===== src/ctu_pkg.sv =====
// Package for the 16-bit counter unit: control carrier, widths and encodings
package ctu_pkg;

	localparam int unsigned CTU_CNT_W = 16;
	localparam int unsigned CTU_BYTE_W = 8;
	localparam int unsigned CTU_PSC_W = 3;

	// Prescale select encodings: divide by 1, 2, 4 or 8
	localparam logic [1:0] CTU_DIV1 = 2'h0;
	localparam logic [1:0] CTU_DIV2 = 2'h1;
	localparam logic [1:0] CTU_DIV4 = 2'h2;
	localparam logic [1:0] CTU_DIV8 = 2'h3;

	// Prescale counter terminal values, one per ratio
	localparam logic [2:0] CTU_PSC_END1 = 3'h0;
	localparam logic [2:0] CTU_PSC_END2 = 3'h1;
	localparam logic [2:0] CTU_PSC_END4 = 3'h3;
	localparam logic [2:0] CTU_PSC_END8 = 3'h7;

	localparam logic [2:0] CTU_PSC_RST = 3'h0;
	localparam logic [15:0] CTU_CNT_RST = 16'h0000;
	localparam logic [15:0] CTU_CNT_MAX = 16'hffff;
	localparam logic [15:0] CTU_CNT_ONE = 16'h0001;

	// Timer control register contents, held as plain ports
	typedef struct packed {
		logic timer_on;          // Counter runs while set
		logic [1:0] prescale_select;
		logic secondary_osc_enable;
		logic unsync_mode;       // Set: external input not synchronised
		logic ext_source;        // Set: count the external clock
	} ctu_ctrl_s;

	// Software write of one count byte
	typedef struct packed {
		logic wr_high;
		logic wr_low;
		logic [7:0] data;
	} ctu_wr_s;

endpackage


===== src/ctu_prescaler.sv =====
// Prescaler of the counter unit: divides input ticks by 1, 2, 4 or 8
`timescale 1ns/1ps
`default_nettype none

module ctu_prescaler (
	input wire logic core_clk,
	input wire logic rst_n,
	input wire logic tick_in,
	input wire logic clear,
	input wire logic [1:0] prescale_select,
	output logic tick_out
);
	import ctu_pkg::*;

	logic [2:0] psc_q;
	logic [2:0] end_val;

	// Terminal count of the chosen ratio
	function automatic logic [2:0] psc_end(input logic [1:0] sel);
		unique case (sel)
			CTU_DIV1: psc_end = CTU_PSC_END1;
			CTU_DIV2: psc_end = CTU_PSC_END2;
			CTU_DIV4: psc_end = CTU_PSC_END4;
			CTU_DIV8: psc_end = CTU_PSC_END8;
		endcase
	endfunction

	assign end_val = psc_end(prescale_select);
	assign tick_out = tick_in && !clear && (psc_q == end_val);

	// Hidden divider; only reset or a count byte write clears it, software never sees it
	always_ff @(posedge core_clk or negedge rst_n) begin
		if (!rst_n) begin
			psc_q <= CTU_PSC_RST;
		end else if (clear) begin
			psc_q <= CTU_PSC_RST;
		end else if (tick_in) begin
			if (psc_q >= end_val) begin
				psc_q <= CTU_PSC_RST;
			end else begin
				psc_q <= psc_q + 3'h1;
			end
		end
	end

endmodule

`default_nettype wire


===== src/ctu_timer.sv =====
// Top of the counter unit: clock selection, oscillator, 16-bit count and overflow
`timescale 1ns/1ps
`default_nettype none

// Overview of operation
// - Input clock is divided by 1, 2, 4 or 8 per prescale select.
// - Prescale counter is hidden and cleared by any count byte write.
// - Crystal amplifier drives the crystal only while oscillator enable is set.
// - Enabled oscillator keeps running during sleep.
// - Unsynchronised mode counts external edges without the synchroniser stages.
// - Unsynchronised external counting continues in sleep; overflow wakes processor.
// - Mode switches may lose or add one increment.
// - The 16-bit count is read and written as two byte registers.
// - Byte reads always return a coherent registered value.
module ctu_timer (
	input wire logic core_clk,
	input wire logic rst_n,
	input wire ctu_pkg::ctu_ctrl_s ctrl,
	input wire ctu_pkg::ctu_wr_s wr,
	input wire logic overflow_clear,
	input wire logic sleep_mode,
	input wire logic ext_clk_pin,
	input wire logic crystal_input_pin,
	output logic crystal_drive_pin,
	output logic [7:0] count_high_byte,
	output logic [7:0] count_low_byte,
	output logic overflow_flag,
	output logic wake_request
);
	import ctu_pkg::*;

	logic ext_level;
	logic sync1_q;
	logic sync2_q;
	logic sync3_q;
	logic raw_q;
	logic raw_prev_q;
	logic sync_edge;
	logic raw_edge;
	logic ext_edge;
	logic src_tick;
	logic run_allowed;
	logic wr_any;
	logic psc_tick;
	logic [15:0] count_q;
	logic [15:0] count_d;
	logic wrap;
	logic overflow_q;
	logic osc_drive_q;
	logic [7:0] high_q;
	logic [7:0] low_q;
	logic wake_q;

	// External source: the crystal when the oscillator runs, else the clock pin
	assign ext_level = ctrl.secondary_osc_enable ? crystal_input_pin : ext_clk_pin;

	// Two-stage synchroniser plus one stage for edge detection
	always_ff @(posedge core_clk or negedge rst_n) begin
		if (!rst_n) begin
			sync1_q <= 1'b0;
			sync2_q <= 1'b0;
			sync3_q <= 1'b0;
		end else begin
			sync1_q <= ext_level;
			sync2_q <= sync1_q;
			sync3_q <= sync2_q;
		end
	end

	// Short path that bypasses the synchroniser in unsynchronised mode
	always_ff @(posedge core_clk or negedge rst_n) begin
		if (!rst_n) begin
			raw_q <= 1'b0;
			raw_prev_q <= 1'b0;
		end else begin
			raw_q <= ext_level;
			raw_prev_q <= raw_q;
		end
	end

	assign sync_edge = sync2_q && !sync3_q;
	assign raw_edge = raw_q && !raw_prev_q;
	// Paths differ by one cycle, so a switch can drop or repeat one edge
	assign ext_edge = ctrl.unsync_mode ? raw_edge : sync_edge;

	// Internal source ticks every core cycle but is frozen by sleep
	assign src_tick = ctrl.ext_source ? ext_edge : 1'b1;

	// Sleep stops all counting except unsynchronised external counting
	assign run_allowed = ctrl.timer_on &&
		(!sleep_mode || (ctrl.unsync_mode && ctrl.ext_source));

	assign wr_any = wr.wr_high || wr.wr_low;

	ctu_prescaler u_prescaler (
		.core_clk(core_clk),
		.rst_n(rst_n),
		.tick_in(src_tick && run_allowed),
		.clear(wr_any),
		.prescale_select(ctrl.prescale_select),
		.tick_out(psc_tick)
	);

	// Next count; a byte write beats a same-cycle increment
	always_comb begin
		count_d = count_q;
		if (wr_any) begin
			if (wr.wr_high) begin
				count_d[15:8] = wr.data;
			end
			if (wr.wr_low) begin
				count_d[7:0] = wr.data;
			end
		end else if (psc_tick) begin
			count_d = count_q + CTU_CNT_ONE;
		end
	end

	assign wrap = !wr_any && psc_tick && (count_q == CTU_CNT_MAX);

	always_ff @(posedge core_clk or negedge rst_n) begin
		if (!rst_n) begin
			count_q <= CTU_CNT_RST;
		end else begin
			count_q <= count_d;
		end
	end

	// Sticky overflow flag; a wrap in the clearing cycle keeps it set
	always_ff @(posedge core_clk or negedge rst_n) begin
		if (!rst_n) begin
			overflow_q <= 1'b0;
		end else if (wrap) begin
			overflow_q <= 1'b1;
		end else if (overflow_clear) begin
			overflow_q <= 1'b0;
		end
	end

	assign overflow_flag = overflow_q;

	// Byte registers mirror the count each cycle, so a read never sees a torn value
	always_ff @(posedge core_clk or negedge rst_n) begin
		if (!rst_n) begin
			high_q <= CTU_CNT_RST[15:8];
			low_q <= CTU_CNT_RST[7:0];
		end else begin
			high_q <= count_q[15:8];
			low_q <= count_q[7:0];
		end
	end

	assign count_high_byte = high_q;
	assign count_low_byte = low_q;

	// Inverting amplifier; sleep is not a term, so the crystal keeps swinging
	always_ff @(posedge core_clk or negedge rst_n) begin
		if (!rst_n) begin
			osc_drive_q <= 1'b0;
		end else begin
			osc_drive_q <= ctrl.secondary_osc_enable && !crystal_input_pin;
		end
	end

	assign crystal_drive_pin = osc_drive_q;

	// Wake request: overflow while asleep, held until sleep ends
	always_ff @(posedge core_clk or negedge rst_n) begin
		if (!rst_n) begin
			wake_q <= 1'b0;
		end else if (!sleep_mode) begin
			wake_q <= 1'b0;
		end else if (wrap) begin
			wake_q <= 1'b1;
		end
	end

	assign wake_request = wake_q;

endmodule

`default_nettype wire


===== config.mk =====
export PLATFORM = sky130hd
export DESIGN_NAME = ctu_timer
export DESIGN_NICKNAME = d
export VERILOG_FILES = /design/src/ctu_pkg.sv /design/src/ctu_prescaler.sv /design/src/ctu_timer.sv
export SDC_FILE = /design/constraint.sdc
export NUM_CORES = 1
export LEC_CHECK = 0
export ABC_AREA = 0
export BUFFER_PORTS_ARGS = -buffer_cell sky130_fd_sc_hd__buf_2
export CORE_MARGIN = 1.5
export CORE_UTILIZATION = 53
export CTS_BUF_LIST = sky130_fd_sc_hd__clkbuf_4 sky130_fd_sc_hd__clkbuf_8 sky130_fd_sc_hd__clkbuf_16
export CTS_CLUSTER_SIZE = 10
export DETAILED_ROUTE_END_ITERATION = 8
export PLACE_DENSITY_LB_ADDON = 0.08
export SLEW_MARGIN = 0
export SYNTH_ARGS = -nofsm -noshare
export SYNTH_HDL_FRONTEND = slang
export SYNTH_HIERARCHICAL = 1
export SYNTH_SLANG_ARGS = --single-unit

===== constraint.sdc =====
create_clock -name core_clk -period 3.1 [get_ports core_clk]
set_input_delay 0 -clock core_clk [delete_from_list [all_inputs] [get_ports core_clk]]
set_output_delay 0 -clock core_clk [all_outputs]
set_load 0.02 [all_outputs]

; After elaboration in Yosys (flattened, before gate mapping)
; Cells that the tools add are included.
; Widths: inputs -> output; s select.
[totals]
regBits = 41
wordCells = 60
[classes]
n_addsub = 2
n_lt_le_gt_ge = 1
n_eq_ne = 8
mux = 15
reduce_logical = 23
[ops]
columns = cell, count
row1 = $mux 16, 2
row2 = $add 16x1->16 const B, 1
row3 = $eq 16x16->1 const B, 1
row4 = $mux 8, 2
row5 = $pmux 3 s4, 1
row6 = $logic_and 1x1->1, 10
row7 = $mux 3, 3
row8 = $mux 1, 7
row9 = $reduce_bool 2->1, 3
row10 = $logic_not 1->1, 5
row11 = $eq 2x2->1 const B, 2
row12 = $ne 2x2->1 const B, 2
row13 = $reduce_and 2->1, 2
row14 = $add 3x1->3 const B, 1
row15 = $eq 3x3->1, 1
row16 = $ge 3x3->1, 1
row17 = $eq 2x1->1 const B, 1
row18 = $logic_not 2->1, 1
row19 = $logic_or 1x1->1, 2
row20 = $ne 2x1->1 const B, 1

; Depth between registers and ports, before layout
[depth]
depth_word = 11
mapped_depth = 9
ltp_nobuf = 9

; Modules after synthesis
; The synthesis kept the hierarchy.
[modules_own_cells]
columns = mod, n_inst, cells_per_inst, area_per_inst_um2
row1 = ctu_timer, 1, 138, 1566.5
row2 = ctu_prescaler, 1, 29, 246.5

; Least setup slack after synthesis
; Ideal clock, no wire load.
[synth_timing]
path_kind = reg2reg
from = register sync3_q
to = register count_q[15]
t_arrival_ps = 2502
t_required_ps = 3018
slack_ps = 516
stages_incl_launch_ff = 10
n_path_buf = 0
synth_period_minus_slack_ps = 2584
path_cell_list = dfrtp_1 -> or3b_2 -> a21oi_1 -> o21a_1 -> inv_2 -> nor4b_1 -> nand3b_1 -> nor3_1 -> or3b_1 -> a31oi_1
[synth_via]
elab_chain_cells = 9
[synth_rtl]
columns = item, line
row1 = from (decl), ctu_timer.sv:35  ; logic sync3_q;
row2 = from (signal assigned), ctu_timer.sv:66  ; sync3_q <= sync2_q;
row3 = $logic_not 1->1, ctu_timer.sv:81  ; assign sync_edge = sync2_q && !sync3_q;
row4 = $logic_and 1x1->1, ctu_timer.sv:81
row5 = $mux 1, ctu_timer.sv:84  ; assign ext_edge = ctrl.unsync_mode ? raw_edge : sync_edge;
row6 = $mux 1, ctu_timer.sv:87  ; assign src_tick = ctrl.ext_source ? ext_edge : 1'b1;
row7 = $logic_and 1x1->1, ctu_timer.sv:98  ; .tick_in(src_tick && run_allowed),
row8 = $logic_and 1x1->1 (2 in a row), ctu_prescaler.sv:29  ; assign tick_out = tick_in && !clear && (psc_q == end_val);
row9 = via psc_tick, ctu_timer.sv:44  ; logic psc_tick;
row10 = $reduce_bool 2->1 (no source line), n/a
row11 = $reduce_and 2->1 (no source line), n/a
row12 = to (signal assigned), ctu_timer.sv:125  ; count_q <= count_d;
row13 = to (decl), ctu_timer.sv:45  ; logic [15:0] count_q;
; The timed path passes the listed nets, and every way through them passes these cells.
; A chain may end at the register's enable or synchronous reset.

; Worst setup path in the final report
[layout_timing]
from = register sync3_q
to = register wake_q, in the netlist wake_request
[layout_via]
elab_chain_cells = 10
[layout_rtl]
columns = item, line
row1 = $logic_not 1->1, ctu_timer.sv:81
row2 = $logic_and 1x1->1, ctu_timer.sv:81
row3 = $mux 1, ctu_timer.sv:84
row4 = $mux 1, ctu_timer.sv:87
row5 = $logic_and 1x1->1, ctu_timer.sv:98
row6 = $logic_and 1x1->1 (2 in a row), ctu_prescaler.sv:29
row7 = via psc_tick, ctu_timer.sv:44
row8 = $logic_and 1x1->1 (2 in a row), ctu_timer.sv:119  ; assign wrap = !wr_any && psc_tick && (count_q == CTU_CNT_MAX);
row9 = $ne 2x1->1 (no source line), n/a
row10 = to (signal assigned), ctu_timer.sv:170  ; wake_q <= 1'b0;
row11 = to (signal assigned), ctu_timer.sv:172  ; wake_q <= 1'b0;
row12 = to (signal assigned), ctu_timer.sv:174  ; wake_q <= 1'b1;
row13 = to (decl), ctu_timer.sv:52  ; logic wake_q;
; The timed path passes the listed nets, and every way through them passes these cells.

==> results.ini <==
[synthesis]
synthFlopType = dfrtp_1
syn_area_sq_mm = 0.00181
async_reset_ff_share_pct = 100
syn_area_per_cell_sq_um = 10.9
synth.yosys.seq_area_share_pct = 56.6
ys_warn_count = 6
synth_cells = 167
synth_edf_count = 0
ys_types = 40
ys_seq_elements = 41
syn_nets = 194

[sta]
max_slew_margin_pct = 40.2
max_slew.worst_pin.slew_ns = 0.897
tns_ns = 0
hold_viol = 0
min_period_ns = 2.85
max_freq_mhz = 351
skew_ns = 0.00828
drv_slew = 0
final-setup-viol-count = 0
rsz0062_at_grt = no
period_share_pct = 91.9

[clock_tree]
root_buffer = clkbuf_4
htreeDepth = 2
clk_path_buf_depth = 2
cts_tree = built
clkSinkCount = 41
insertion_delay_ns = 0.35
clk_pin_slew_worst_paths_ns = 0.12
cts_buffers = 5
cts_setup_buffers = 0

[drt]
wl_mm = 3.68
ant_nets = 0
vias_per_cell = 5.35
drc_errors = 0
first_pass_iters = 4
drtIter0Drc = 70
wl_per_cell_microns = 13.5
vias = 1454

[layout]
n_antenna_cell = 0
drive_gt1_share_pct = 25.7
fillCellCount = 269
final_cell_area_sq_mm = 0.00230
syn2layout_area_growth_pct = 26.9
nets = 252
fin_cells = 272

[critical_path]
cp_cell_sequence = or3b_2 -> a21oi_1 -> o21a_1 -> inv_2 -> nor4b_2 -> and3b_1 -> nand3_1 -> nor4b_1 -> o21a_1
slowest_stage = nor4b_1
r2r_start = sync3_q
crit_required_ns = 3.40
worst_path_most_repeated_cell = o21a_1
max_stage_delay_ns = 0.48
setup.worst_path.class = reg -> reg
end_kind = flop
critPathMaxFanout = 5
critical_path_arrival_ns = 3.15
start_kind = flop
setup.worst_path.start = sync3_q

[status]
status = finished clean

[job]
max_cap_viol_count = 0

[global_routing]
antenna_found_initial = 0
grt_overflow = 0
grt_use_total_pct = 21.8
grt_pass1_wl_mm = 5.82
grt_max_degree = 42
grt_pass1_vias = 1310

[worst_hold_path]
worst_hold_path_type = in -> reg
min_from = wr[8]

[pwr]
power.total_uw = 1120
irDropWorstVdd_uv = 468
leakage_uw = 0.00104
powerDensity_mw_per_mm2 = 487

[die]
core_area_sq_mm = 0.00331
die_x_microns = 61.5
num_rows = 21
design.portCount = 41
die_h_microns = 61.5
start_util_pct = 54.8
die-area_sq_mm = 0.00378

[placement]
dp_cells = 249
hpwl_mm = 2.56
io_buffers = 40
place.gp.congestion = 0.801
placed_cell_area_sq_mm = 0.00206

worst max-delay path: cells and delay by family, from the launching register on:
family          cells  cell delay (ns)
flops               1             0.37
compound gates      3             0.53
simple gates        5             1.81
buf+inv             1             0.08
metal layers:
layer	global-route usage (%)	share of wire (%)	wire [microns]	up-vias
met5	0	0	0	-
li1	-	-	-	702
met2	37.4	50	1850	50
met1	25.9	43	1580	693
met4	7.29	1.9	69	0
met3	6.93	5.0	183	9
logic make-up (layout without fill, tap and decap cells):
kind of cell / after synthesis / in the layout / share of synthesized area [%]
AND/OR/NAND/NOR: 68 / 68 / 21.0
flip-flops: 41 / 41 / 56.6
AO/OA/AOI/OAI: 29 / 29 / 10.2
XOR/XNOR: 11 / 11 / 5.31
buffers and inverters: 11 / 70 / 2.28
adder cells (fa/ha/maj): 5 / 5 / 3.45
multiplexers: 2 / 2 / 1.17
through the flow:
step | setup slack (ns) | hold slack, ns | util, %
2_1_floorplan | 0.516 | -0.296 | -
3_3_place_gp | 0.256 | 0.155 | 62.1
3_5_place_dp | 0.0605 | 0.172 | 62.1
4_1_cts | 0.0364 | 0.0169 | 69.3
5_1_grt | 0.0408 | 0.0316 | 69.5
6_report | 0.252 | 0.0129 | 69.5
placed cells by master, fill, tap and decap left out, types with 2 or more instances in the layout:
cell	instances
nor2b_1	4
or2_2	2
xor2_1	4
nand2b_1	3
dfrtp_1	41
nor4_1	4
o21ai_0	15
a21oi_1	3
nand3_1	5
ha_1	5
nor2_1	5
xnor2_1	7
and3b_1	2
nand2_1	23
o21a_1	3
inv_1	6
dlygate4sd3_1	15
clkbuf_4	5
nor3_1	4
nand3b_1	2
or3_1	2
buf_2	40
nand4_1	3
area by class of cell:
class | count | area (sq um) | share of cell area, %
Multi-Input combinational cell | 115 | 752 | 32.7
Inverter | 7 | 26.3 | 1.14
Clock inverter | 2 | 37.5 | 1.63
Clock buffer | 6 | 51.3 | 2.23
Timing Repair Buffer | 55 | 350 | 15.2
Sequential cell | 41 | 1030 | 44.6
Tap cell | 46 | 57.6 | 2.50
cells in the mapped netlist, types with 3 or more instances:
library cell	count	share of area [%]
dfrtp_1	41	57
nand2_1	23	4.8
o21ai_0	15	4.1
xnor2_1	7	3.4
inv_1	6	1.2
ha_1	5	3.5
nand3_1	5	1.4
nor2_1	5	1.0
clkbuf_1	4	0.83
nor2b_1	4	1.4
nor3_1	4	1.1
nor4_1	4	1.4
xor2_1	4	1.9
a21oi_1	3	0.83
nand2b_1	3	1.0
nand4_1	3	1.0
o21a_1	3	1.2
registers in the layout, indices dropped and copies added, names as in the netlist:
signal	count
u_prescaler/psc_q	3
sync3_q	1
raw_q	1
count_q	16
wake_request	1
count_low_byte	8
raw_prev_q	1
crystal_drive_pin	1
count_high_byte	8
overflow_flag	1
power by group:
group / switching (uW) / leakage, uW / internal, uW
logic: 85.5 / 0.000494 / 65.9
clock network: 172 / 0.0000445 / 192
registers: 30.4 / 0.000499 / 575
final timing paths:
check	slack, ns	end	depth (start not counted)
setup / recovery	0.25	wake_request	9
hold / removal	0.01	count_q[0]	3
setup reg to reg	0.25	wake_request	9
hold reg to reg	0.39	raw_prev_q	0
max in group asynchronous	2.24	count_low_byte[6]	2
min in group asynchronous	0.30	count_low_byte[0]	2
repair_timing:
| item | CTS | global route |
|---|---|---|
| gates resized for setup | 0 | 1 |
| hold buffers | 15 | 0 |
| setup endpoints to repair | 0 | 5 |
| endpoints found under the hold margin | 60 | 0 |
Note: power is estimated with default switching activity, not from simulation.
